**config.mk**
```make
export PLATFORM = sky130hd
export DESIGN_NAME = ccr_regs
export DESIGN_NICKNAME = d
export VERILOG_FILES = /design/src/hdl/ccr_pkg.sv /design/src/hdl/ccr_regs.sv
export SDC_FILE = /design/constraint.sdc
export NUM_CORES = 1
export LEC_CHECK = 0
export ABC_AREA = 1
export BUFFER_PORTS_ARGS = -buffer_cell sky130_fd_sc_hd__buf_2
export CAP_MARGIN = 20
export CORE_UTILIZATION = 55
export CTS_BUF_LIST = sky130_fd_sc_hd__clkbuf_4
export DETAILED_ROUTE_END_ITERATION = 16
export GPL_TIMING_DRIVEN = 0
export PLACE_DENSITY = 0.86
export SYNTH_ARGS = -nofsm -noshare
export SYNTH_HDL_FRONTEND = slang
export SYNTH_SLANG_ARGS = --single-unit
```
**constraint.sdc**
```tcl
create_clock -name CLOCK -period 4.5 [get_ports CLOCK]
set_input_delay 0.9 -clock CLOCK [delete_from_list [all_inputs] [get_ports CLOCK]]
set_output_delay 0.9 -clock CLOCK [all_outputs]
set_load 0.005 [all_outputs]
```
**src/hdl/ccr_pkg.sv**
```systemverilog
package ccr_pkg;

  // register indices; byte address is four times the index
  localparam logic [7:0] CCR_IDX_FLAGS = 8'h0e;
  localparam logic [7:0] CCR_IDX_MASK = 8'h0f;
  localparam logic [7:0] CCR_IDX_MISC = 8'h10;
  localparam logic [7:0] CCR_IDX_SRST = 8'h11;
  localparam logic [7:0] CCR_IDX_DELAY = 8'h12;
  localparam logic [7:0] CCR_IDX_ID = 8'h18;
  localparam logic [7:0] CCR_IDX_LEVEL = 8'h19;

  // field positions
  localparam int CCR_BIT_PG = 2;
  localparam int CCR_BIT_OVP = 1;
  localparam int CCR_BIT_SCP = 0;
  localparam int CCR_BIT_SPREAD = 5;
  localparam int CCR_BIT_AMP_OFF = 3;
  localparam int CCR_BIT_SLEEP_PIN_POLARITY = 1;
  localparam int CCR_BIT_LP = 0;
  localparam int CCR_BIT_RESTORE = 0;
  localparam int CCR_ENTRY_LSB = 4;
  localparam int CCR_EXIT_LSB = 0;

  // reset values
  localparam logic [7:0] CCR_MASK_RST = 8'hf8;
  localparam logic [7:0] CCR_MISC_RST = 8'h01;
  localparam logic [7:0] CCR_SRST_RST = 8'h00;
  localparam logic [7:0] CCR_DELAY_RST = 8'h00;
  localparam logic [7:0] CCR_LEVEL_RST = 8'h05;
  localparam logic [7:0] CCR_DELAY_NEVER = 8'hff;
  localparam logic [2:0] CCR_FLAGS_MASK = 3'h7;

  // delay step timing
  localparam int CCR_CLK_KHZ = 40000;
  localparam int CCR_STEP_US = 100;
  localparam int CCR_STEP_CYCLES = (CCR_STEP_US * CCR_CLK_KHZ) / 1000;

  // light-load current tables in mA, indexed by code
  localparam logic [8:0] CCR_ENTRY_MA [8] =
    '{9'd50, 9'd75, 9'd100, 9'd125, 9'd175, 9'd225, 9'd275, 9'd325};
  localparam logic [8:0] CCR_EXIT_MA [8] =
    '{9'd100, 9'd125, 9'd150, 9'd175, 9'd225, 9'd275, 9'd325, 9'd375};

  // fault conditions from the power stage
  typedef struct packed {
    logic power_fault;
    logic overvoltage;
    logic short_circuit;
  } ccr_fault_t;

  // configuration seen by the converter
  typedef struct packed {
    logic spread_spectrum;
    logic feedback_amp_off;
    logic sleep_pin_polarity;
    logic light_load_permit;
    logic [2:0] light_load_entry_level;
    logic [2:0] light_load_exit_level;
    logic [8:0] entry_ma;
    logic [8:0] exit_ma;
  } ccr_cfg_t;

endpackage

```
**src/hdl/ccr_regs.sv**
```systemverilog
// Operation
// - mask bit 2 set keeps power-fault flag off the interrupt; clear lets it on.
// - mask bit 1 set keeps overvoltage flag off the interrupt; clear lets it on.
// - mask bit 0 set keeps short-circuit flag off the interrupt; clear lets it on.
// - mask bits 7:3 are read-write and reset to all ones.
// - config bit 5 enables spread spectrum, reset 0.
// - config bit 3 switches the feedback amplifier off, reset 0.
// - config bit 1 picks sleep pin polarity; 1 active high, reset active low.
// - config bit 0, reset 1, permits light-load low-power mode.
// - writing restore bit 1 then 0 returns mask, config, restore, delay and level registers to defaults.
// - rail keeps regulating across a restore while the control pin stays high.
// - restore leaves every fault flag untouched; of the two resets only power-on reset clears them.
// - rail enables delay times 100 us after control pin asserts.
// - rail disables delay times 100 us after control pin deasserts.
// - delay value ff never enables the rail.
// - writing ff while the rail runs powers it down at once.
// - identity register is read-only: identity bit, fuse version, silicon revision.
// - bits 6:4 select light-load entry current 50 to 325 mA.
// - bits 2:0, reset 101, select light-load exit current 100 to 375 mA.
// - interrupt output low while any unmasked flag is set.
// - flags clear only by writing 0 or by power-on reset; a persisting fault sets them again.
//
// The APB register port is this design's own decision.
`timescale 1ns/1ps
`default_nettype none
module ccr_regs
  import ccr_pkg::*;
#(
  parameter int ADDR_W = 12,
  parameter int STEP_CYCLES = CCR_STEP_CYCLES,
  parameter logic ID_DEVICE = 1'b0,    // arbitrary value
  parameter logic [4:0] ID_FUSE = 5'h0a, // arbitrary value
  parameter logic [1:0] ID_SILICON = 2'h2 // arbitrary value
) (
  // clock and reset
  input wire logic CLOCK,
  input wire logic RST,
  // apb slave
  input wire logic PSEL,
  input wire logic PENABLE,
  input wire logic PWRITE,
  input wire logic [ADDR_W-1:0] PADDR,
  input wire logic [31:0] PWDATA,
  input wire logic [3:0] PSTRB,
  output logic [31:0] PRDATA,
  output logic PREADY,
  output logic PSLVERR,
  // pins and power stage
  input wire logic HW_RAIL_CONTROL_PIN,
  input wire logic SLEEP_PIN,
  input wire ccr_fault_t FAULTS,
  // converter controls
  output ccr_cfg_t CFG,
  output logic RAIL_ENABLE,
  output logic SLEEP_ACTIVE,
  output logic IRQ_N
);

  // refuse parameters that the decode or the prescaler cannot serve
  if (ADDR_W < 10 || STEP_CYCLES < 1 || STEP_CYCLES > 65535) begin : g_check
    $error("ccr_regs: unsupported parameter value");
  end

  logic [7:0] mask_reg;
  logic [7:0] misc_reg;
  logic [7:0] srst_reg;
  logic [7:0] delay_reg;
  logic [7:0] level_reg;
  logic [2:0] flags_reg;
  logic [2:0] fault_s1_reg, fault_s2_reg, fault_s3_reg;
  logic [1:0] pin_s1_reg, pin_s2_reg, pin_s3_reg;
  logic pin_stable_reg;
  logic sleep_stable_reg;
  logic pending_reg;
  logic target_reg;
  logic rail_reg;
  logic [15:0] pre_cnt_reg;
  logic [7:0] step_cnt_reg;
  logic [31:0] rdata_reg;
  logic [7:0] idx;
  logic mapped;
  logic wr;
  logic restore;
  logic pin_edge;
  logic step_tick;
  logic [2:0] fault_live;
  logic [7:0] rd_mux;

  // address decode
  assign idx = PADDR[9:2];
  always_comb begin
    case (idx)
      CCR_IDX_FLAGS, CCR_IDX_MASK, CCR_IDX_MISC, CCR_IDX_SRST,
      CCR_IDX_DELAY, CCR_IDX_ID, CCR_IDX_LEVEL: mapped = (PADDR[1:0] == 2'h0);
      default: mapped = 1'b0;
    endcase
  end

  // zero-wait access phase, error on unmapped address
  assign PREADY = PSEL & PENABLE;
  assign PSLVERR = PSEL & PENABLE & ~mapped;
  assign wr = PSEL & PENABLE & PWRITE & mapped & PSTRB[0];

  // restore fires on a 0 written over a 1 in the restore bit
  assign restore = wr && idx == CCR_IDX_SRST && srst_reg[CCR_BIT_RESTORE]
    && !PWDATA[CCR_BIT_RESTORE];

  // read mux
  always_comb begin
    case (idx)
      CCR_IDX_FLAGS: rd_mux = {5'h00, flags_reg};
      CCR_IDX_MASK: rd_mux = mask_reg;
      CCR_IDX_MISC: rd_mux = misc_reg;
      CCR_IDX_SRST: rd_mux = srst_reg;
      CCR_IDX_DELAY: rd_mux = delay_reg;
      CCR_IDX_ID: rd_mux = {ID_DEVICE, ID_FUSE, ID_SILICON};
      CCR_IDX_LEVEL: rd_mux = level_reg;
      default: rd_mux = 8'h00;
    endcase
  end

  // read data captured in the setup cycle, zero when unmapped
  always_ff @(posedge CLOCK) begin
    if (RST) begin
      rdata_reg <= 32'h0;
    end else if (PSEL && !PENABLE && !PWRITE) begin
      rdata_reg <= mapped ? {24'h0, rd_mux} : 32'h0;
    end
  end
  assign PRDATA = rdata_reg;

  // interrupt mask, reserved bits kept writable
  always_ff @(posedge CLOCK) begin
    if (RST || restore) begin
      mask_reg <= CCR_MASK_RST;
    end else if (wr && idx == CCR_IDX_MASK) begin
      mask_reg <= PWDATA[7:0];
    end
  end

  // general configuration
  always_ff @(posedge CLOCK) begin
    if (RST || restore) begin
      misc_reg <= CCR_MISC_RST;
    end else if (wr && idx == CCR_IDX_MISC) begin
      misc_reg <= PWDATA[7:0];
    end
  end

  // restore control
  always_ff @(posedge CLOCK) begin
    if (RST || restore) begin
      srst_reg <= CCR_SRST_RST;
    end else if (wr && idx == CCR_IDX_SRST) begin
      srst_reg <= PWDATA[7:0];
    end
  end

  // rail delay and light-load levels
  always_ff @(posedge CLOCK) begin
    if (RST || restore) begin
      delay_reg <= CCR_DELAY_RST;
      level_reg <= CCR_LEVEL_RST;
    end else begin
      if (wr && idx == CCR_IDX_DELAY) begin
        delay_reg <= PWDATA[7:0];
      end
      if (wr && idx == CCR_IDX_LEVEL) begin
        level_reg <= PWDATA[7:0];
      end
    end
  end

  // fault synchronisers; a fault counts while stages two and three both hold it
  always_ff @(posedge CLOCK) begin
    if (RST) begin
      fault_s1_reg <= 3'h0;
      fault_s2_reg <= 3'h0;
      fault_s3_reg <= 3'h0;
    end else begin
      fault_s1_reg <= FAULTS;
      fault_s2_reg <= fault_s1_reg;
      fault_s3_reg <= fault_s2_reg;
    end
  end
  assign fault_live = fault_s2_reg & fault_s3_reg;

  // sticky flags, set wins over a write of 0; restore leaves them alone
  always_ff @(posedge CLOCK) begin
    if (RST) begin
      flags_reg <= 3'h0;
    end else if (wr && idx == CCR_IDX_FLAGS) begin
      flags_reg <= (flags_reg & PWDATA[2:0]) | fault_live;
    end else begin
      flags_reg <= flags_reg | fault_live;
    end
  end

  // interrupt, low while any unmasked flag is set
  always_ff @(posedge CLOCK) begin
    if (RST) begin
      IRQ_N <= 1'b1;
    end else begin
      IRQ_N <= ~|(flags_reg & ~mask_reg[2:0]);
    end
  end

  // pin synchronisers: bit 0 rail control, bit 1 sleep
  always_ff @(posedge CLOCK) begin
    if (RST) begin
      pin_s1_reg <= 2'h0;
      pin_s2_reg <= 2'h0;
      pin_s3_reg <= 2'h0;
      pin_stable_reg <= 1'b0;
      sleep_stable_reg <= 1'b0;
    end else begin
      pin_s1_reg <= {SLEEP_PIN, HW_RAIL_CONTROL_PIN};
      pin_s2_reg <= pin_s1_reg;
      pin_s3_reg <= pin_s2_reg;
      if (pin_s2_reg[0] == pin_s3_reg[0]) begin
        pin_stable_reg <= pin_s3_reg[0];
      end
      if (pin_s2_reg[1] == pin_s3_reg[1]) begin
        sleep_stable_reg <= pin_s3_reg[1];
      end
    end
  end
  assign pin_edge = (pin_s2_reg[0] == pin_s3_reg[0])
    && (pin_s3_reg[0] != pin_stable_reg);

  // prescaler for 100 us steps, restarted on each pin edge
  assign step_tick = (pre_cnt_reg == 16'(STEP_CYCLES - 1));
  always_ff @(posedge CLOCK) begin
    if (RST || pin_edge || step_tick) begin
      pre_cnt_reg <= 16'h0;
    end else begin
      pre_cnt_reg <= pre_cnt_reg + 16'h1;
    end
  end

  // step counter and pending change; restore does not touch the rail
  always_ff @(posedge CLOCK) begin
    if (RST) begin
      pending_reg <= 1'b0;
      target_reg <= 1'b0;
      step_cnt_reg <= 8'h0;
    end else if (pin_edge) begin
      pending_reg <= 1'b1;
      target_reg <= pin_s3_reg[0];
      step_cnt_reg <= 8'h0;
    end else if (pending_reg && step_cnt_reg == delay_reg) begin
      pending_reg <= 1'b0;
    end else if (pending_reg && step_tick) begin
      step_cnt_reg <= step_cnt_reg + 8'h1;
    end
  end

  // rail state
  always_ff @(posedge CLOCK) begin
    if (RST) begin
      rail_reg <= 1'b0;
    end else if (delay_reg == CCR_DELAY_NEVER) begin
      rail_reg <= 1'b0;
    end else if (pending_reg && step_cnt_reg == delay_reg) begin
      rail_reg <= target_reg;
    end
  end
  assign RAIL_ENABLE = rail_reg;

  // sleep request after polarity select
  always_ff @(posedge CLOCK) begin
    if (RST) begin
      SLEEP_ACTIVE <= 1'b0;
    end else begin
      SLEEP_ACTIVE <= misc_reg[CCR_BIT_SLEEP_PIN_POLARITY] ? sleep_stable_reg
        : ~sleep_stable_reg;
    end
  end

  // converter configuration outputs
  always_comb begin
    CFG.spread_spectrum = misc_reg[CCR_BIT_SPREAD];
    CFG.feedback_amp_off = misc_reg[CCR_BIT_AMP_OFF];
    CFG.sleep_pin_polarity = misc_reg[CCR_BIT_SLEEP_PIN_POLARITY];
    CFG.light_load_permit = misc_reg[CCR_BIT_LP];
    CFG.light_load_entry_level = level_reg[CCR_ENTRY_LSB +: 3];
    CFG.light_load_exit_level = level_reg[CCR_EXIT_LSB +: 3];
    CFG.entry_ma = CCR_ENTRY_MA[level_reg[CCR_ENTRY_LSB +: 3]];
    CFG.exit_ma = CCR_EXIT_MA[level_reg[CCR_EXIT_LSB +: 3]];
  end
endmodule
`default_nettype wire
```
==> results.yml <==
floorplan:
  core-area_um2: 9770
  chipWidth_um: 102
  num_io_pins: 123
  fp.dieArea_um2: 10500
  start_util: 0.566
  die_h_um: 102
  rows: 36
synthesis:
  synth_commonest_cells: "149 x nand2_1, 98 x inv_1, 97 x dfxtp_1, 89 x nor2_1, 40 x nor2_2"
  syn_inst: 750
  async_flop_share: 0
  synth-compound-area-share: 0.0662
  syn_area_per_cell_um2: 7.38
  synth_edf_count: 0
  yosys-top-cells-area: "dfxtp_1 35%, nand2_1 10%, nand2_4 7.3%, inv_1 6.6%, nor2_1 6.0%"
  ys_ff_latch: 97
  yosysMostFrequentCell: "nand2_1"
  synth_top_area_share: 0.351
  seq_area_frac_synth: 0.351
  synthFlopType: "dfxtp_1"
  synth_fa_ha_area_frac: 0.0203
  synthXorXnorAreaFrac: 0.0127
  muxShareOfSynthArea: 0
  yosysWarnings: 0
  synth_cell_types: 40
  synth-simple-area-share: 0.400
  synth_top_area_cell: "dfxtp_1"
  netlist_area_um2: 5540
  synth_top_family_by_area: "simple AND/OR/NAND/NOR gates"
cells_and_area:
  syn2layout_area_growth_pct: 13.5
  fill_cells: 879
  largest_reg_flops: 16
  nets: 919
  drive_gt1_frac: 0.284
  finalNonFillerCells: 990
  final_area_um2: 6280
  diodes: 0
sta:
  finalHoldViolCount: 0
  tightest_slew_ns: 0.796
  fin_skew_ns: 0.0247
  slew_viol_final: 0
  rsz0062_at_grt: "no"
  post-route-period-util: 0.642
  setup-violations-final: 0
  maxSlewHeadroom: 0.469
  tns_ns: 0
  post-route-min-period_ns: 2.89
  fmax_mhz: 346
clock_tree:
  cts_tree: "done"
  cts_setup_buffers: 0
  cts_buffer_depth: 2
  cts_hold_buf: 0
  ctsResizeCount: 0
  cts-root-buf: "clkbuf_4"
  cts.clk_slew.worst_paths_ns: 0.15
  numCtsBuffers: 9
  clk_latency_ns: 0.47
  h-tree-depth: 3
  cts_sinks: 97
flow_run:
  cap_violations: 0
setup_path:
  crit_chain: "buf_2, inv_2, nand2_4, nor2_2, inv_1, nor2_4, nor2_4, nand2_8, a21oi_1, buf_2"
  start_kind: "primary input"
  max_stage_delay_ns: 0.17
  cp-end-kind: "primary output"
  path_buf_inv: 4
  crit_type: "primary input to primary output"
  crit_slowest_cell: "nor2_4"
  worst-path-max-fanout: 10
  arrival_ns: 1.99
  cp_data_required_time_ns: 3.60
  critPathTopFamily: "simple AND/OR/NAND/NOR gates"
detailed_routing:
  wl_per_cell_um: 12.0
  vias: 4807
  postRouteAntennaNets: 0
  drt_drc_violations_left: 0
  finalWirelength_mm: 11.9
  vias_per_cell: 4.86
  drt_iter0_drc: 236
  firstDrtPassIters: 5
place:
  io_buffers: 68
  place.gp.congestion: 0.922
  place_area_um2: 6130
  placed_cells: 974
  place_hpwl_mm: 9.10
global_routing:
  antenna_found_initial: 0
  grt_pass1_vias: 4354
  grt_start_max_net_pins: 19
  grt_overflow_total: 0
  grt_pass1_wl_mm: 19.8
  track_usage: 0.243
outcome:
  status: "complete, no violations"
pwr:
  pwr_density_cell_nw_per_um2: 236
  p_leak_nw: 3.30
  ir_drop_mv: 0.133
hold_path:
  min_path_type: "flop to flop"
==> cell type report <==
type,count,area [um^2],share of cell area
multi-input cells,517,2860,0.454
flip-flops and latches,97,1940,0.309
inverters,110,418,0.0665
plain buffers,49,407,0.0647
repair buffers,68,340,0.0542
well taps,133,166,0.0265
clock inverters,7,86.3,0.0137
clock buffers,9,67.6,0.0108
==> final timing paths <==
| check | start | end | slack (ns) | cells after the start |
|---|---|---|---|---|
| setup / recovery | PADDR[8] | PSLVERR | 1.61 | 10 |
| hold / removal | pin_s1_reg[0] | pin_s2_reg[0] | 0.41 | 2 |
| setup reg to reg | pre_cnt_reg[0] | step_cnt_reg[3] | 2.69 | 8 |
| hold reg to reg | pin_s1_reg[0] | pin_s2_reg[0] | 0.41 | 2 |
==> cells by family (layout without fill, tap and decap cells) <==
| logic type | after synthesis | after routing |
|---|---|---|
| other cells | 1 | 24 |
| xor+xnor | 8 | 8 |
| simple gates | 409 | 409 |
| fa+ha+maj | 9 | 9 |
| compound gates | 67 | 67 |
| buf+inv | 159 | 243 |
| flops | 97 | 97 |
==> metrics by stage <==
stage | power [mW] | utilization | hold slack, ns | setup WS (ns)
6_report | 1.48 | 0.643 | 0.411 | 1.61
5_1_grt | 1.53 | 0.643 | 0.426 | 1.53
4_1_cts | 1.49 | 0.643 | 0.412 | 1.61
3_5_place_dp | 1.00 | 0.627 | 0.392 | 1.61
3_3_place_gp | 1.00 | 0.627 | 0.390 | 1.62
2_1_floorplan | 0.969 | - | 0.388 | 1.94
==> worst min-delay path, stage by stage, from the launching register on <==
cell	delay, ns
dfxtp_1	0.33
inv_1	0.04
nor2_1	0.03
==> cell usage in the layout (no fill, tap or decap), types with 5 or more instances in the layout <==
master / netlist / final
nand2_4: 36 / 36
nor2_1: 89 / 89
inv_2: 8 / 8
buf_4: 34 / 34
inv_1: 98 / 98
nand3_1: 32 / 32
nor3_1: 10 / 10
nor2_2: 40 / 40
dfxtp_1: 97 / 97
nand2_1: 149 / 149
xor2_1: 8 / 8
clkbuf_1: 5 / 5
a21oi_1: 33 / 33
ha_1: 9 / 9
o21ai_0: 22 / 22
nand4_4: 5 / 5
buf_6: 6 / 6
nand2_2: 19 / 19
nand4_1: 18 / 18
clkbuf_4: 0 / 9
conb_1: 1 / 24
buf_2: 1 / 69
==> routing by layer <==
layer  GRT usage  routed length (um)  vias up  share of wire
met5           0                   0        -              0
met4      0.0945                 312        0          0.026
met3      0.0534                 688       31          0.058
met2       0.406                5520      141           0.47
met1       0.306                5330     2151           0.45
li1            -                   -     2484              -
==> power breakdown <==
part | internal (mW) | switching [mW] | leakage (nW)
logic | 0.0433 | 0.0717 | 2.43
registers | 0.868 | 0.00329 | 0.785
clock network | 0.180 | 0.313 | 0.0793
No activity file was read; power rests on OpenSTA's default activity.
